$ cat src/can_ext_id_pkg.sv
// Package: constants and carrier types for the extended identifier buffer block
package can_ext_id_pkg;

    // APB geometry
    localparam int ADDR_W = 8;
    localparam int DATA_W = 32;

    // Register byte addresses (one aligned word each)
    localparam logic [ADDR_W-1:0] OFS_TX_TOP = 8'h00;
    localparam logic [ADDR_W-1:0] OFS_TX_UMID = 8'h04;
    localparam logic [ADDR_W-1:0] OFS_TX_LMID = 8'h08;
    localparam logic [ADDR_W-1:0] OFS_TX_LOW = 8'h0C;
    localparam logic [ADDR_W-1:0] OFS_RX_TOP = 8'h10;
    localparam logic [ADDR_W-1:0] OFS_RX_UMID = 8'h14;
    localparam logic [ADDR_W-1:0] OFS_RX_LMID = 8'h18;
    localparam logic [ADDR_W-1:0] OFS_RX_LOW = 8'h1C;
    localparam logic [ADDR_W-1:0] OFS_CTRL = 8'h20;
    localparam logic [ADDR_W-1:0] OFS_STATUS = 8'h24;

    // Identifier byte fields (upper-mid byte)
    localparam int SRR_POS = 4;
    localparam int IDE_POS = 3;
    // Remote request flag position in the low byte
    localparam int RTR_POS = 0;

    // Arbitration field lengths in bits on the bus
    localparam logic [5:0] EXT_FRAME_BITS = 6'h20;
    localparam logic [5:0] STD_FRAME_BITS = 6'h0D;
    localparam int WORD_BITS = 32;

    // Control and status bit positions
    localparam int CTRL_START_POS = 0;
    localparam int ST_BUSY_POS = 0;
    localparam int ST_DONE_POS = 1;
    localparam int ST_LOST_POS = 2;
    localparam int ST_RXFULL_POS = 3;

    // Reset values
    localparam logic [31:0] WORD_RESET = 32'h0000_0000;
    localparam logic [5:0] CNT_RESET = 6'h00;

    typedef enum logic {TX_IDLE, TX_SEND} tx_state_t;
    typedef enum logic {RX_IDLE, RX_COLLECT} rx_state_t;

    // APB request from the master
    typedef struct packed {
        logic psel;
        logic penable;
        logic pwrite;
        logic [ADDR_W-1:0] paddr;
        logic [DATA_W-1:0] pwdata;
    } apb_req_t;

    // APB answer to the master
    typedef struct packed {
        logic [DATA_W-1:0] prdata;
        logic pready;
        logic pslverr;
    } apb_rsp_t;

    // Bit-level link from the protocol engine (same clock)
    typedef struct packed {
        logic tx_tick;
        logic bus_bit;
        logic rx_start;
        logic rx_tick;
        logic rx_bit;
    } link_in_t;

    // Whole block state
    typedef struct packed {
        logic [31:0] tx_word;
        logic [31:0] rx_word;
        logic [31:0] tx_shift;
        logic [5:0] tx_cnt;
        logic [5:0] tx_len;
        tx_state_t tx_state;
        logic [31:0] rx_shift;
        logic [5:0] rx_cnt;
        rx_state_t rx_state;
        logic tx_done;
        logic arb_lost;
        logic rx_full;
        apb_rsp_t rsp;
        logic tx_bit;
        logic tx_active;
    } state_t;

endpackage

$ cat src/can_ext_id_buf.sv
// Identifier bytes of one transmit and one receive buffer, with APB access
//
// Added by the designer: the APB slave port and the register addresses.
`timescale 1ns/1ps
`default_nettype none

module can_ext_id_buf
(
    // Clock and reset
    input wire logic i_core_clk,
    input wire logic i_nrst,
    // APB slave
    input wire can_ext_id_pkg::apb_req_t i_apb,
    output logic [can_ext_id_pkg::DATA_W-1:0] o_prdata,
    output logic o_pready,
    output logic o_pslverr,
    // Protocol engine link
    input wire can_ext_id_pkg::link_in_t i_link,
    output logic o_tx_bit,
    output logic o_tx_active
);
    import can_ext_id_pkg::*;

    state_t q;
    state_t d;

    // Buffer word layout, bus order from bit 31 down:
    //   31..24 ID 28..21
    //   23..21 ID 20..18, 20 SRR, 19 format flag, 18..16 ID 17..15
    //   15..8 ID 14..7
    //   7..1 ID 6..0, 0 remote flag
    // A standard frame uses only bits 31..19: ID 10..0, remote flag, format flag.
    // One word in bus order lets the serialiser shift it out unchanged,
    // at the cost of a shifter in every byte access.
    // Software bytes map onto it through get_byte and put_byte only.

    // Byte i of a buffer word; byte 0 is the top identifier byte
    function automatic logic [7:0] get_byte(input logic [31:0] w, input logic [1:0] idx);
        logic [4:0] sh;
        sh = 5'(WORD_BITS - 8) - {idx, 3'b000};
        get_byte = 8'(w >> sh);
    endfunction

    // Replace byte i of a buffer word
    function automatic logic [31:0] put_byte(input logic [31:0] w, input logic [1:0] idx,
                                             input logic [7:0] b);
        logic [4:0] sh;
        sh = 5'(WORD_BITS - 8) - {idx, 3'b000};
        put_byte = (w & ~(32'h0000_00FF << sh)) | (32'({b}) << sh);
    endfunction

    // Number of bus bits for a buffer, chosen by its format flag
    function automatic logic [5:0] frame_len(input logic [31:0] w);
        frame_len = w[WORD_BITS - 16 + IDE_POS] ? EXT_FRAME_BITS : STD_FRAME_BITS;
    endfunction

    logic access;
    logic wr_edge;
    logic [DATA_W-1:0] rd_val;
    logic rd_err;
    logic [31:0] rx_next;
    logic [5:0] rx_cnt_next;
    logic tx_busy;
    logic tx_wr;
    logic start_req;
    logic st_wr;
    logic tx_lost;
    logic tx_last;
    logic rx_std_end;
    logic rx_ext_end;

    // APB phase qualifiers; one wait state, write lands on the pready edge
    assign access = i_apb.psel && i_apb.penable;
    assign wr_edge = access && q.rsp.pready && i_apb.pwrite;

    // Read decode
    always_comb
    begin
        rd_val = '0;
        rd_err = 1'b0;
        unique case (i_apb.paddr)
            OFS_TX_TOP:
            begin
                rd_val = 32'(get_byte(q.tx_word, 2'd0));
            end
            OFS_TX_UMID:
            begin
                rd_val = 32'(get_byte(q.tx_word, 2'd1));
            end
            OFS_TX_LMID:
            begin
                rd_val = 32'(get_byte(q.tx_word, 2'd2));
            end
            OFS_TX_LOW:
            begin
                rd_val = 32'(get_byte(q.tx_word, 2'd3));
            end
            OFS_RX_TOP:
            begin
                rd_val = 32'(get_byte(q.rx_word, 2'd0));
            end
            OFS_RX_UMID:
            begin
                rd_val = 32'(get_byte(q.rx_word, 2'd1));
            end
            OFS_RX_LMID:
            begin
                rd_val = 32'(get_byte(q.rx_word, 2'd2));
            end
            OFS_RX_LOW:
            begin
                rd_val = 32'(get_byte(q.rx_word, 2'd3));
            end
            OFS_CTRL:
            begin
                rd_val = '0;
            end
            OFS_STATUS:
            begin
                rd_val[ST_BUSY_POS] = tx_busy;
                rd_val[ST_DONE_POS] = q.tx_done;
                rd_val[ST_LOST_POS] = q.arb_lost;
                rd_val[ST_RXFULL_POS] = q.rx_full;
            end
            default:
            begin
                rd_err = 1'b1;
            end
        endcase
    end

    // Receive shifter look-ahead, MSB first as it arrives
    assign rx_next = {q.rx_shift[30:0], i_link.rx_bit};
    assign rx_cnt_next = q.rx_cnt + 6'd1;

    // Busy while a frame is on the bus; buffer writes and new starts are dropped until idle
    assign tx_busy = (q.tx_state == TX_SEND);
    assign tx_wr = wr_edge && !tx_busy;
    assign start_req = tx_wr && (i_apb.paddr == OFS_CTRL) && i_apb.pwdata[CTRL_START_POS];
    assign st_wr = wr_edge && (i_apb.paddr == OFS_STATUS);

    // Transmit events, looked at only on a bit tick
    assign tx_lost = q.tx_bit && !i_link.bus_bit;
    assign tx_last = (q.tx_cnt + 6'd1) == q.tx_len;

    // Receive frame ends; the format flag is the 13th bit in both formats
    assign rx_std_end = (rx_cnt_next == STD_FRAME_BITS) && !i_link.rx_bit;
    assign rx_ext_end = rx_cnt_next == EXT_FRAME_BITS;

    // Next-state logic
    always_comb
    begin
        d = q;

        // APB answer: raise pready after the first access cycle, drop it one cycle later
        d.rsp.pready = 1'b0;
        d.rsp.pslverr = 1'b0;
        if (access && !q.rsp.pready)
        begin
            d.rsp.pready = 1'b1;
            d.rsp.pslverr = rd_err;
            d.rsp.prdata = i_apb.pwrite ? '0 : rd_val;
        end

        // Transmit buffer writes; locked while a frame is on the bus
        if (tx_wr)
        begin
            unique case (i_apb.paddr)
                OFS_TX_TOP:
                begin
                    d.tx_word = put_byte(q.tx_word, 2'd0, i_apb.pwdata[7:0]);
                end
                OFS_TX_UMID:
                begin
                    d.tx_word = put_byte(q.tx_word, 2'd1, i_apb.pwdata[7:0]);
                end
                OFS_TX_LMID:
                begin
                    d.tx_word = put_byte(q.tx_word, 2'd2, i_apb.pwdata[7:0]);
                end
                OFS_TX_LOW:
                begin
                    d.tx_word = put_byte(q.tx_word, 2'd3, i_apb.pwdata[7:0]);
                end
                default:
                begin
                end
            endcase
        end

        // Status write-one-to-clear; hardware sets below win
        if (st_wr)
        begin
            if (i_apb.pwdata[ST_DONE_POS])
            begin
                d.tx_done = 1'b0;
            end
            if (i_apb.pwdata[ST_LOST_POS])
            begin
                d.arb_lost = 1'b0;
            end
            if (i_apb.pwdata[ST_RXFULL_POS])
            begin
                d.rx_full = 1'b0;
            end
        end

        // Transmit serialiser; byte order of the word is the bus order
        unique case (q.tx_state)
            TX_IDLE:
            begin
                d.tx_active = 1'b0;
                d.tx_bit = 1'b1;
                if (start_req)
                begin
                    d.tx_state = TX_SEND;
                    d.tx_shift = q.tx_word;
                    d.tx_len = frame_len(q.tx_word);
                    d.tx_cnt = CNT_RESET;
                    d.tx_bit = q.tx_word[WORD_BITS-1];
                    d.tx_active = 1'b1;
                end
            end
            TX_SEND:
            begin
                if (i_link.tx_tick)
                begin
                    // Recessive sent but dominant seen: a smaller identifier wins
                    if (tx_lost)
                    begin
                        d.tx_state = TX_IDLE;
                        d.arb_lost = 1'b1;
                        d.tx_active = 1'b0;
                        d.tx_bit = 1'b1;
                    end
                    else if (tx_last)
                    begin
                        d.tx_state = TX_IDLE;
                        d.tx_done = 1'b1;
                        d.tx_active = 1'b0;
                        d.tx_bit = 1'b1;
                    end
                    else
                    begin
                        d.tx_shift = {q.tx_shift[30:0], 1'b1};
                        d.tx_bit = q.tx_shift[WORD_BITS-2];
                        d.tx_cnt = q.tx_cnt + 6'd1;
                    end
                end
            end
        endcase

        // Receive deserialiser; a new start always restarts collection
        if (i_link.rx_start)
        begin
            d.rx_state = RX_COLLECT;
            d.rx_cnt = CNT_RESET;
            d.rx_shift = WORD_RESET;
        end
        else
        begin
            unique case (q.rx_state)
                RX_IDLE:
                begin
                end
                RX_COLLECT:
                begin
                    if (i_link.rx_tick)
                    begin
                        d.rx_shift = rx_next;
                        d.rx_cnt = rx_cnt_next;
                        // Format flag is the 13th bit in both formats
                        if (rx_std_end)
                        begin
                            // Standard frame: left-aligned, unused low bits zero
                            d.rx_word = {rx_next[12:0], 19'h0_0000};
                            d.rx_full = 1'b1;
                            d.rx_state = RX_IDLE;
                        end
                        else if (rx_ext_end)
                        begin
                            // SRR stored exactly as sampled
                            d.rx_word = rx_next;
                            d.rx_full = 1'b1;
                            d.rx_state = RX_IDLE;
                        end
                    end
                end
            endcase
        end
    end

    // State register
    // Buffers clear to zero so a read before any frame gives a defined value;
    // the pointless reset cost is small next to an unknown on the bus interface
    always_ff @(posedge i_core_clk or negedge i_nrst)
    begin
        if (!i_nrst)
        begin
            q.tx_word <= WORD_RESET;
            q.rx_word <= WORD_RESET;
            q.tx_shift <= WORD_RESET;
            q.tx_cnt <= CNT_RESET;
            q.tx_len <= CNT_RESET;
            q.tx_state <= TX_IDLE;
            q.rx_shift <= WORD_RESET;
            q.rx_cnt <= CNT_RESET;
            q.rx_state <= RX_IDLE;
            q.tx_done <= 1'b0;
            q.arb_lost <= 1'b0;
            q.rx_full <= 1'b0;
            q.rsp <= '0;
            q.tx_bit <= 1'b1; // Recessive idle level
            q.tx_active <= 1'b0;
        end
        else
        begin
            q <= d;
        end
    end

    // Outputs straight from state flops
    assign o_prdata = q.rsp.prdata;
    assign o_pready = q.rsp.pready;
    assign o_pslverr = q.rsp.pslverr;
    assign o_tx_bit = q.tx_bit;
    assign o_tx_active = q.tx_active;

endmodule // can_ext_id_buf

`default_nettype wire

$ cat config.mk
export PLATFORM = sky130hd
export DESIGN_NAME = can_ext_id_buf
export DESIGN_NICKNAME = d
export VERILOG_FILES = /design/src/can_ext_id_pkg.sv /design/src/can_ext_id_buf.sv
export SDC_FILE = /design/constraint.sdc
export NUM_CORES = 1
export LEC_CHECK = 0
export BUFFER_PORTS_ARGS = -buffer_cell sky130_fd_sc_hd__buf_2
export CORE_ASPECT_RATIO = 1.2
export CORE_MARGIN = 1.5
export CORE_UTILIZATION = 39
export CTS_CLUSTER_SIZE = 25
export DETAILED_ROUTE_END_ITERATION = 8
export HOLD_SLACK_MARGIN = 0.08
export PLACE_DENSITY = 0.65
export SLEW_MARGIN = 5
export SYNTH_ARGS = -nofsm -noshare
export SYNTH_HDL_FRONTEND = slang
export SYNTH_SLANG_ARGS = --single-unit
export TNS_END_PERCENT = 50
$ cat constraint.sdc
create_clock -name i_core_clk -period 2.9 [get_ports i_core_clk]
set_input_delay 0 -clock i_core_clk [delete_from_list [all_inputs] [get_ports i_core_clk]]
set_output_delay 0 -clock i_core_clk [all_outputs]
set_load 0.005 [all_outputs]
* Yosys cells after proc, flatten, opt, wreduce, memory -nomap -nowiden *
Cells that the tools add are included.

storage, ports and cells
  register bits after elaboration = 185
  input port bits = 50
  output and inout port bits = 36
  logic and storage cells = 111

operators by class
  $add $sub $neg = 2
  eq/ne operators = 17
  muxes and demuxes = 43
  bitwise gates (word level) = 6
  reductions and logical operators = 26

operators by type and width
  kind                   count
  $pmux W32 S4           1
  $mux W38               3
  $mux W37               3
  $pmux W37 S2           1
  $mux W32               2
  $mux W44               1
  $pmux W4 S9            1
  $eq A8 B5 Y1 const B   4
  $or A24 B32 Y32        1
  $or A32 B16 Y32        1
  $or A32 B24 Y32        1
  $or A32 B8 Y32         1
  $pmux W4 S8            1
  $mux W1                19
  $eq A8 B4 Y1 const B   2
  $eq A8 B6 Y1 const B   2
  $add A6 B1 Y6 const B  2
  $mux W2                6
  $logic_and A1 B1 Y1    10
  $reduce_or A10 Y1      1
  $eq A8 B3 Y1 const B   1
  $logic_not A8 Y1       1
  $mux W8                1
  $ne A2 B2 Y1 const B   4
  other kinds (14)       24

* Logic depth before layout (Yosys ltp) *
Gate-level depths: netlist (run 1).

  word-level depth = 10
  gate-level depth with buffers = 8
  mapped depth without buffers = 6

* Least setup slack after synthesis (run 1) *
No wires, ideal clock.

  kind = register -> register
  start point = register q[40] (netlist bit)
  end point = register q[145] (netlist bit)
  setup time = 0.125 ns
  arrival = 2.238 ns
  data required time = 2.775 ns
  setup slack = 0.538 ns
  stages on the path, launching flop included = 8
  buffers on the path = 1
  clock period less this slack = 2.362 ns
  path through = dfrtp_1 inv_1 ha_1 or4b_2 a21oi_2 buf_2 mux2_2 mux2_2

between the ends
  longest elaborated chain between the ends = 5
  elaborated cells between the ends (all ways) = 7
  those cells by class = add/sub (1); eq/ne (2); mux (1); reduce/logical (3)

RTL lines
  item                          RTL line               text
  start: declaration            can_ext_id_buf.sv:24   state_t q;
  $add A6 B1 Y6 *               can_ext_id_buf.sv:134  assign rx_cnt_next = q.rx_cnt + 6'd1;
  $eq A6 B4 Y1                  can_ext_id_buf.sv:147  assign rx_std_end = (rx_cnt_next == STD_FRAME_BITS) && !i_link.rx_bit;
  $logic_and A1 B1 Y1           can_ext_id_buf.sv:147
  $reduce_bool A2 Y1 (no line)  --
  $reduce_and A4 Y1 (no line)   --

Mark *: on every way between the ends. The rest lies on a longest branch, timed or not.
A chain may end at the register's enable or synchronous reset.

* Worst setup path after layout (run 1) *
  start point = register q[85] (netlist bit)
  end point = register q[102] (netlist bit)

between the ends
  longest elaborated chain between the ends = 4

RTL lines
  item                         RTL line               text
  $add A6 B1 Y6                can_ext_id_buf.sv:144  assign tx_last = (q.tx_cnt + 6'd1) == q.tx_len;
  $eq A6 B6 Y1                 can_ext_id_buf.sv:144
  $ne A2 B2 Y1 (no line)       --
  $reduce_and A4 Y1 (no line)  --

No other way between the ends.

==> out/qor.txt, run 1 <==
Clock Path Buffers - 2
# diodes - 0
Combinational share of power - 4.8%
Area contributors post-synth - dfrtp_1 51%, mux2_2 12%, a22o_1 6.3%
Final non-filler cell total - 1003
Seq pwr share - 47.4%
Routed wire length - 17570 µm
Number of flops mapped to enable cells by yosys - 0
DP HPWL - 11550 µm
Leakage - 4.108 nW
Initial antenna violation count - 0
Number of setup violations in the final report - 0
Post-synth top area cell - dfrtp_1
Layout Nets - 782
CP Capture Type - register
Yosys top cell area share - 50.71%
Die height - 156.9 µm
Critical Path Fanout Max - 17
CP startpoint kind - register
CTS buffer count - 17
Max Clk Rate - 0.3591 GHz
Register area - 0.003930 mm²
FP Rows - 56
Status - complete, no violations
Int Pwr - 0.003626 W
Final TNS setup - 0 ns
Tcrit/Tclk final - 96.02%
WS Path Type - register to register
Syn Inst Count - 683
DR vias/cell - 5.313
Worst EP required - 3.22 ns
CTS Sinks - 157
Total gr overflow - 0
Number of global-route vias before repair - 5301
Net load switching power - 0.001066 W
Delay of the slowest cell on the worst path - 0.76 ns
Maxcap violations - 0
Layout cells sized above 1 - 25.74%
Switch share - 22.72%
Main synth FF type - dfrtp_1
Seq/Total Area, Yosys - 51.05%
Gr usage total - 17.75%
Largest net degree at the start of global routing - 73
Final min period - 2.785 ns
Initial core utilization - 39.52%
Final hold violation count - 0
Synth warn - 0
First DRT Iteration DRCs - 306
Worst VDD drop - 0.4364 mV
Root buf cell - clkbuf_16
Via count - 5329
First-pass GRT wire length - 28570 µm
Critical path arrival - 3.11 ns
Area grow syn2layout - 14.71%
Synth Register Bits - 157
Filler cells - 1865
I/O Buffers - 37
Async SR Flop Fraction - 100.0%
P per Cell Area - 531.3 mW/mm²
I/O pin total - 86
Die X - 131.3 µm
Critical Path Slowest Stage Cell - o21ai_2
Synth Cell Area - 0.007699 mm²
H-tree Lvls - 4
Fin. max-slew vios - 0
Mean Syn Cell Area - 11.27 µm²
Fin Clk Skew - 0.005475 ns
CTS tree - built
Worst-Skew Late Latency - 0.44 ns
DR pass1 iterations - 4
DRC viols - 0
Dpl cells - 948
DR WL/cell - 17.52 µm
Crit-path cells - ha_1 -> nor2b_1 -> o2111a_1 -> o221a_2 -> o21ai_2 -> mux2_2
Unique cell type count in the Yosys netlist - 71
Clk network pwr share - 47.9%
Worst hold path class - input port to register
Footprint of the multi-input gates - 0.003391 mm²
Worst rel slew slack - 34.97%
CTS clock-pin slew for the worst setup and hold paths - 0.06 ns
Routability cong. - 0.7692
Core Area - 0.01948 mm²
ANT nets after route - 0
Die ar. - 0.02060 mm²
Least-Margin Pin Slew - 0.9754 ns
## timing repair
action	4_1_cts	5_1_grt
gates resized for setup	0	0
hold buffers	22	0
endpoints found under the hold margin	127	0
buffers inserted	0	0
endpoints found under the setup margin	0	28
## area by class of cell
type	instances	share of cell area (%)
flip-flops and latches	157	44.50
multi-input cells	465	38.40
repair buffers	77	6.192
clock buffers	21	5.441
well taps	261	3.698
clock inverters	11	1.303
inverters	11	0.4676
## through the flow
| stage | instance area [µm²] | setup slack (ns) | utilization, % | power [W] | hold slack (ns) |
|---|---|---|---|---|---|
| after floorplan | 7785 | 0.5377 | - | 0.002377 | -0.2956 |
| after CTS | 8822 | 0.0002618 | 45.29 | 0.004725 | 0.09205 |
| after global placement | 8006 | 0.04269 | 41.10 | 0.002463 | 0.06581 |
| after global routing | 8831 | -0.004478 | 45.34 | 0.004838 | 0.1413 |
| after detailed placement | 8006 | 0.01509 | 41.10 | 0.002464 | 0.05415 |
| final | 8831 | 0.1154 | 45.34 | 0.004692 | 0.09901 |
## cells in the mapped netlist (7+ instances only)
cell type,n
a22o_1,55
clkbuf_1,20
buf_2,9
nand3_1,10
o21ai_0,18
a21oi_1,40
nor2b_1,10
mux2i_1,16
nand2_1,93
mux2_2,81
buf_4,33
buf_1,7
dfrtp_1,156
nor2_1,18
inv_1,11
## layout by cell type, fill, tap and decap left out, types with 16 or more instances in the layout
master / netlist / final
a21oi_1: 40 / 40
a22o_1: 55 / 55
buf_2: 9 / 36
buf_4: 33 / 18
clkbuf_16: 0 / 17
conb_1: 1 / 24
dfrtp_1: 156 / 156
dlygate4sd3_1: 0 / 22
mux2_2: 81 / 81
mux2i_1: 16 / 16
nand2_1: 93 / 93
nor2_1: 18 / 18
o21ai_0: 18 / 18
## critical path: cells and delay by family (launching register included)
kind | cells | cell delay (ns)
mux | 1 | 0.41
flops | 1 | 0.42
simple gates | 1 | 0.18
compound gates | 3 | 1.35
fa+ha+maj | 1 | 0.31
## power by group through the flow
stage / registers [W] / clock network, W / logic (W)
2_1_floorplan: 0.00225 / 0 / 0.000123
3_3_place_gp: 0.00226 / 0 / 0.000202
3_5_place_dp: 0.00226 / 0 / 0.000202
4_1_cts: 0.00222 / 0.00228 / 0.000227
5_1_grt: 0.00222 / 0.00236 / 0.000253
6_report: 0.00222 / 0.00225 / 0.000223
## path summary, 6_finish.rpt
path | slack, ns | cells after the start | startpoint | end
worst max-delay path | 0.12 | 6 | q[85] | q[102]
worst min-delay path | 0.1 | 4 | i_link[3] | tx_busy
worst max register to register | 0.12 | 6 | q[85] | q[102]
worst min register to register | 0.49 | 1 | q[108] | q[108]
max in group asynchronous | 1.74 | 3 | i_nrst | q[49]
min in group asynchronous | 0.14 | 2 | i_nrst | q[120]
## layer usage
metal | track usage (%) | wire length [µm] | up-vias
met5 | 0 | 0 | -
met4 | 6.243 | 222 | 0
met3 | 3.478 | 681 | 19
met2 | 29.86 | 8776 | 94
met1 | 23.01 | 7891 | 2696
li1 | - | - | 2520
## cells by family after synthesis
family                     after synthesis  share of synthesized area (%)
muxes                                  108                          16.41
DFF                                    157                          51.05
other                                    1                        0.04871
and+or+nand+nor                        172                          10.71
xor gates and xnor gates                 6                         0.6827
buffers and inverters                   85                          6.306
adders and majority gates                3                         0.4876
AOI/OAI and AO/OA                      151                          14.30
Note: power is estimated with default switching activity, not from simulation.
==> inputs of run 2 (changes only) <==
--- a/config.mk
+++ b/config.mk
@@ -12,7 +12,7 @@
 export CTS_CLUSTER_SIZE = 25
 export DETAILED_ROUTE_END_ITERATION = 8
 export HOLD_SLACK_MARGIN = 0.08
-export PLACE_DENSITY = 0.65
+export PLACE_DENSITY_LB_ADDON = 0.3
 export SLEW_MARGIN = 5
 export SYNTH_ARGS = -nofsm -noshare
 export SYNTH_HDL_FRONTEND = slang
==> constraint.sdc (replaced) <==
create_clock -name i_core_clk -period 2.9 [get_ports i_core_clk]
set_input_delay 0.58 -clock i_core_clk [delete_from_list [all_inputs] [get_ports i_core_clk]]
set_output_delay 0.58 -clock i_core_clk [all_outputs]
set_load 0.005 [all_outputs]
==> run 2 against run 1 <==
  * Wire length up 2.0%
  * Count of clock-buffer cells in the layout grew 3
  * Global-route usage barely moved
  * Hold slack better by 0.051 ns
  * Die area stayed put
  * Critical path depth stayed put
  * Largest power group is now registers
  * Sequential share of layout area grew 0.97 points
  * Critical endpoint is now q[92]
  * Non-clock buffer count is 19 lower
  * Worst setup slack improved by 0.19 ns
==> out/qor.txt, run 2 (synthesis gave the netlist of run 1 again) <==
Area grow syn2layout - 12.27%
Metal1 wirelength - 7890 µm
Reg-to-reg critical path endpoint - q[92]
Worst VDD drop - 0.4356 mV
I/O Buffers - 37
CP startpoint kind - register
WS Path Type - register to register
Maxcap violations - 0
Fin. max-slew vios - 0
CP Launch Point - q[85]
Critical Path Sink - q[92]
Least-Margin Pin Slew - 0.6319 ns
I/O pin total - 86
P per Cell Area - 537.1 mW/mm²
Core Area - 0.01948 mm²
Routed wire length - 17930 µm
Root buf cell - clkbuf_16
ANT nets after route - 0
Die ar. - 0.02060 mm²
Number of setup violations in the final report - 0
Worst rel slew slack - 57.71%
CTS buffer count - 17
Worst-Skew Late Latency - 0.43 ns
Cts hold-fix bufs - 0
Initial core utilization - 39.52%
Worst hold path class - input port to async pin
Non-Filler Cell Area, Final - 0.008643 mm²
Critical path arrival - 2.90 ns
Most common cell after layout, fill and taps aside - dfrtp_1
# diodes - 0
DR vias/cell - 5.442
Routability cong. - 0.7704
Top Metal Used - met4
DR WL/cell - 18.26 µm
H-tree Lvls - 4
Tcrit/Tclk final - 89.63%
CTS tree - built
Final TNS setup - 0 ns
DP HPWL - 12290 µm
FP Rows - 56
Final min period - 2.599 ns
Largest net degree at the start of global routing - 66
Die X - 131.3 µm
First-pass GRT wire length - 28570 µm
CP Capture Type - register
Met2 Routed Length - 9101 µm
Met3 wire length - 608 µm
Clock Path Buffers - 2
Worst EP required - 3.20 ns
DRC viols - 0
First DRT Iteration DRCs - 297
Number of global-route vias before repair - 5412
Status - complete, no violations
Total gr overflow - 0
Layout cells sized above 1 - 26.35%
CTS Sinks - 157
CTS clock-pin slew for the worst setup and hold paths - 0.06 ns
Register-to-Register Setup Slack - 0.30 ns
Layout Nets - 763
Final hold violation count - 0
Commonest cells after routing, fill and taps aside - 156 x dfrtp_1, 93 x nand2_1, 81 x mux2_2, 55 x a22o_1, 40 x a21oi_1
Leakage - 4.036 nW
Initial antenna violation count - 0
Via count - 5344
Placement Cell Area - 0.008041 mm²
Reg2reg path depth - 6
Die height - 156.9 µm
RSZ-0062 raised after global routing - no
Critical Path Fanout Max - 17
Max Clk Rate - 0.3847 GHz
Worst r2r src - q[85]
Gr usage total - 17.74%
Fin Clk Skew - 0.008168 ns
DR pass1 iterations - 4
run 2: cell types whose count changed in the layout (fill, tap and decap cells not counted):
cell / previous run / this run
o21ai_2: 2 / 1
buf_4: 18 / 20
clkbuf_1: 0 / 2
clkinvlp_4: 4 / 0
dlygate4sd3_1: 22 / 0
clkinv_2: 5 / 3
o21ai_4: 1 / 2
clkinv_4: 0 / 1
clkbuf_8: 4 / 5
buf_12: 0 / 1
run 2: cell type report:
cell class | instances | area, µm²
clock buffer | 24 | 501.7
tap | 261 | 326.6
multi-input combinational | 465 | 3398
inverter | 11 | 41.29
sequential | 157 | 3930
clock inverter | 6 | 83.83
fill | 1895 | 10840
timing repair buffer | 58 | 361.6
run 2: critical path, stage by stage (launching register included):
cell	delay [ns]
dfrtp_1	0.42
ha_1	0.31
nor2b_1	0.18
o2111a_1	0.26
o221a_2	0.35
o21ai_4	0.54
mux2_2	0.41
run 2: repair_timing:
item / in CTS / in global routing
gates cloned: 0 / 1
buffers inserted: 0 / 0
resized for setup: 0 / 1
pin swaps: 1 / 1
setup endpoints to repair: 4 / 29
run 2: how the worst min path moves through the flow:
stage | from | end | cells past startpoint | slack, ns
2_1_floorplan | i_nrst | async pin | 0 | 0.28
3_3_place_gp | o_prdata[4] | o_prdata[4] | 1 | 0.46
3_5_place_dp | q[118] | q[118] | 1 | 0.48
4_1_cts | i_nrst | q[120] | 1 | 0.17
5_1_grt | i_nrst | q[120] | 1 | 0.19
6_report | i_nrst | q[120] | 1 | 0.15
run 2: through the flow:
stage               instances  utilization, %  hold WS, ns  total power [W]  worst slack, ns
global placement          951           41.28       0.4632         0.002464          0.05191
finish                    982           44.37       0.1500         0.004642           0.3007
CTS                       981           44.29       0.1691         0.004683          0.01810
global route              982           44.37       0.1949         0.004813           0.2034
floorplan                 706               -       0.2844         0.002377           0.4757
detailed placement        951           41.28       0.4812         0.002469         0.003176
run 2: power breakdown:
| group | total [W] | switching [W] | internal, W |
|---|---|---|---|
| combinational | 0.000207 | 0.000149 | 0.0000575 |
| clock | 0.00221 | 0.000844 | 0.00137 |
| sequential | 0.00222 | 0.0000183 | 0.00220 |
run 2: layer usage:
metal	up-vias	track usage [%]
met5	-	0
met4	0	6.614
met3	21	3.188
met2	95	30.41
met1	2758	22.58
li1	2470	-
==> inputs of run 3 (changes only) <==
--- a/config.mk
+++ b/config.mk
@@ -5,14 +5,15 @@
 export SDC_FILE = /design/constraint.sdc
 export NUM_CORES = 1
 export LEC_CHECK = 0
-export BUFFER_PORTS_ARGS = -buffer_cell sky130_fd_sc_hd__buf_2
 export CORE_ASPECT_RATIO = 1.2
 export CORE_MARGIN = 1.5
 export CORE_UTILIZATION = 39
 export CTS_CLUSTER_SIZE = 25
 export DETAILED_ROUTE_END_ITERATION = 8
+export DONT_BUFFER_PORTS = 1
 export HOLD_SLACK_MARGIN = 0.08
 export PLACE_DENSITY_LB_ADDON = 0.3
+export REMOVE_ABC_BUFFERS = 1
 export SLEW_MARGIN = 5
 export SYNTH_ARGS = -nofsm -noshare
 export SYNTH_HDL_FRONTEND = slang
==> run 3 against run 2 <==
  * The flow now finishes with violations (hold timing)
  * Worst setup slack worse by 0.033 ns
  * Critical path depth is 1 higher
  * Register-to-register slack worse by 0.03 ns
  * Count of clock-buffer cells in the layout is 1 higher
  * Sequential power hardly changed
  * Non-clock buffer count is 44 lower
==> out/qor.txt, run 3 (synthesis gave the netlist of run 1 again) <==
Leakage - 3.807 nW
H-tree Lvls - 4
Failing checks - hold timing
CTS Sinks - 157
Via count - 5072
CTS clock-pin slew for the worst setup and hold paths - 0.06 ns
Gr usage total - 17.43%
First DRT Iteration DRCs - 253
Critical Path Fanout Max - 28
I/O Buffers - 0
Die height - 156.9 µm
DR vias/cell - 5.407
Net load switching power - 0.0009022 W
Post-CTS sizing - 0
P per Cell Area - 525.2 mW/mm²
# Post-CTS Setup Buffers - 0
Filler cells - 1858
Total gr overflow - 0
Fin Clk Skew - 0.007516 ns
Worst VDD drop - 0.3513 mV
Combinational share of power - 2.0%
Switch share - 20.59%
Least-Margin Pin Slew - 0.7093 ns
Worst rel slew slack - 52.05%
DR pass1 iterations - 4
Die ar. - 0.02060 mm²
WS Path Type - register to register
CTS buffer count - 17
Number of setup violations in the final report - 0
Routed wire length - 17140 µm
Final hold violation count - 156
DR WL/cell - 18.27 µm
CP startpoint kind - register
Crit-path cells - ha_1 -> or4bb_1 -> a311oi_2 -> o221a_2 -> o21ai_4 -> buf_12 -> mux2_1
Clock Path Buffers - 2
Die X - 131.3 µm
Int Pwr - 0.003480 W
Largest net degree at the start of global routing - 158
# diodes - 0
RSZ-0062 raised after global routing - no
Layout Nets - 718
Initial core utilization - 39.52%
Delay of the slowest cell on the worst path - 0.45 ns
Tcrit/Tclk final - 90.77%
Root buf cell - clkbuf_16
DRC viols - 0
Critical Path Slowest Stage Cell - or4bb_1
FP Rows - 56
Worst-Skew Late Latency - 0.42 ns
Most common cell after layout, fill and taps aside - dfrtp_1
Core Area - 0.01948 mm²
Worst EP required - 3.21 ns
Hold Slack - -0.1516 ns
Seq pwr share - 50.7%
Worst hold path class - input port to async pin
DP HPWL - 11690 µm
Max Clk Rate - 0.3799 GHz
CTS tree - built
Fin. max-slew vios - 0
Routability cong. - 0.7472
Initial antenna violation count - 0
Number of global-route vias before repair - 5299
Status - finished with violations
ANT nets after route - 0
Maxcap violations - 0
Commonest cells after routing, fill and taps aside - 156 x dfrtp_1, 93 x nand2_1, 81 x mux2_2, 55 x a22o_1, 40 x a21oi_1
I/O pin total - 86
CP Capture Type - register
Final TNS setup - 0 ns
Critical path arrival - 2.94 ns
Clk network pwr share - 47.2%
Layout cells sized above 1 - 21.12%
First-pass GRT wire length - 28120 µm
Final min period - 2.632 ns
Area grow syn2layout - 8.386%
-- run 3: cell types whose count changed in the layout (fill, tap and decap cells not counted), sizes merged --
cell	delta
clkbuf	+1
bufinv	-1
buf	-44
o21ai	-1
clkinvlp	+1
-- run 3: metrics by stage --
stage          power (W)  std cells  setup slack, ns  util [%]  instance area (µm²)
2_1_floorplan   0.002324        632          -0.1927         -                 7341
3_3_place_gp    0.002347        907           0.3309     40.03                 7797
3_5_place_dp    0.002350        907           0.3019     40.03                 7797
4_1_cts         0.004428        938           0.2898     42.84                 8344
5_1_grt         0.004556        938           0.1038     42.84                 8344
6_report        0.004382        938           0.2678     42.84                 8344
-- run 3: final timing paths --
path	start	to	slack [ns]	cells after the start
max in group asynchronous	i_nrst	o_tx_bit	2.82	0
worst min register to register	q[118]	q[118]	0.50	1
min in group i_core_clk	i_link[2]	q[46]	0.21	1
worst max-delay path	q[86]	q[121]	0.27	7
worst max register to register	q[86]	q[121]	0.27	7
worst min-delay path	i_nrst	q[121]	-0.15	0
-- run 3: final cells by class --
| class | count | area, µm² | area share (%) |
|---|---|---|---|
| clock buffers | 25 | 485.5 | 5.818 |
| clock inverters | 6 | 61.31 | 0.7347 |
| inverters | 11 | 41.29 | 0.4948 |
| multi-input cells | 464 | 3382 | 40.53 |
| flip-flops and latches | 157 | 3930 | 47.10 |
| well taps | 261 | 326.6 | 3.914 |
| repair buffers | 14 | 117.6 | 1.410 |
-- run 3: metal layers --
layer | wire length, µm | track usage (%) | vias to the layer above
met2 | 8768 | 29.86 | 101
li1 | - | - | 2373
met1 | 7291 | 21.43 | 2572
met3 | 781 | 4.605 | 26
met5 | 0 | 0 | -
met4 | 293 | 6.032 | 0
-- run 3: worst max-delay path, delay by kind of cell (launching register included) --
family	cells	cell delay, ns
adder cells (fa/ha/maj)	1	0.34
flip-flops	1	0.42
buffers and inverters	1	0.20
multiplexers	1	0.32
AND/OR/NAND/NOR	1	0.45
AO/OA/AOI/OAI	3	0.78
-- run 3: power groups by stage --
stage               Combinational, W  Clock (W)  Sequential (W)
CTS                        0.0000887    0.00212         0.00222
finish                     0.0000891    0.00207         0.00222
global route                0.000100    0.00223         0.00222
detailed placement         0.0000887          0         0.00226
global placement           0.0000865          0         0.00226
floorplan                  0.0000660          0         0.00226
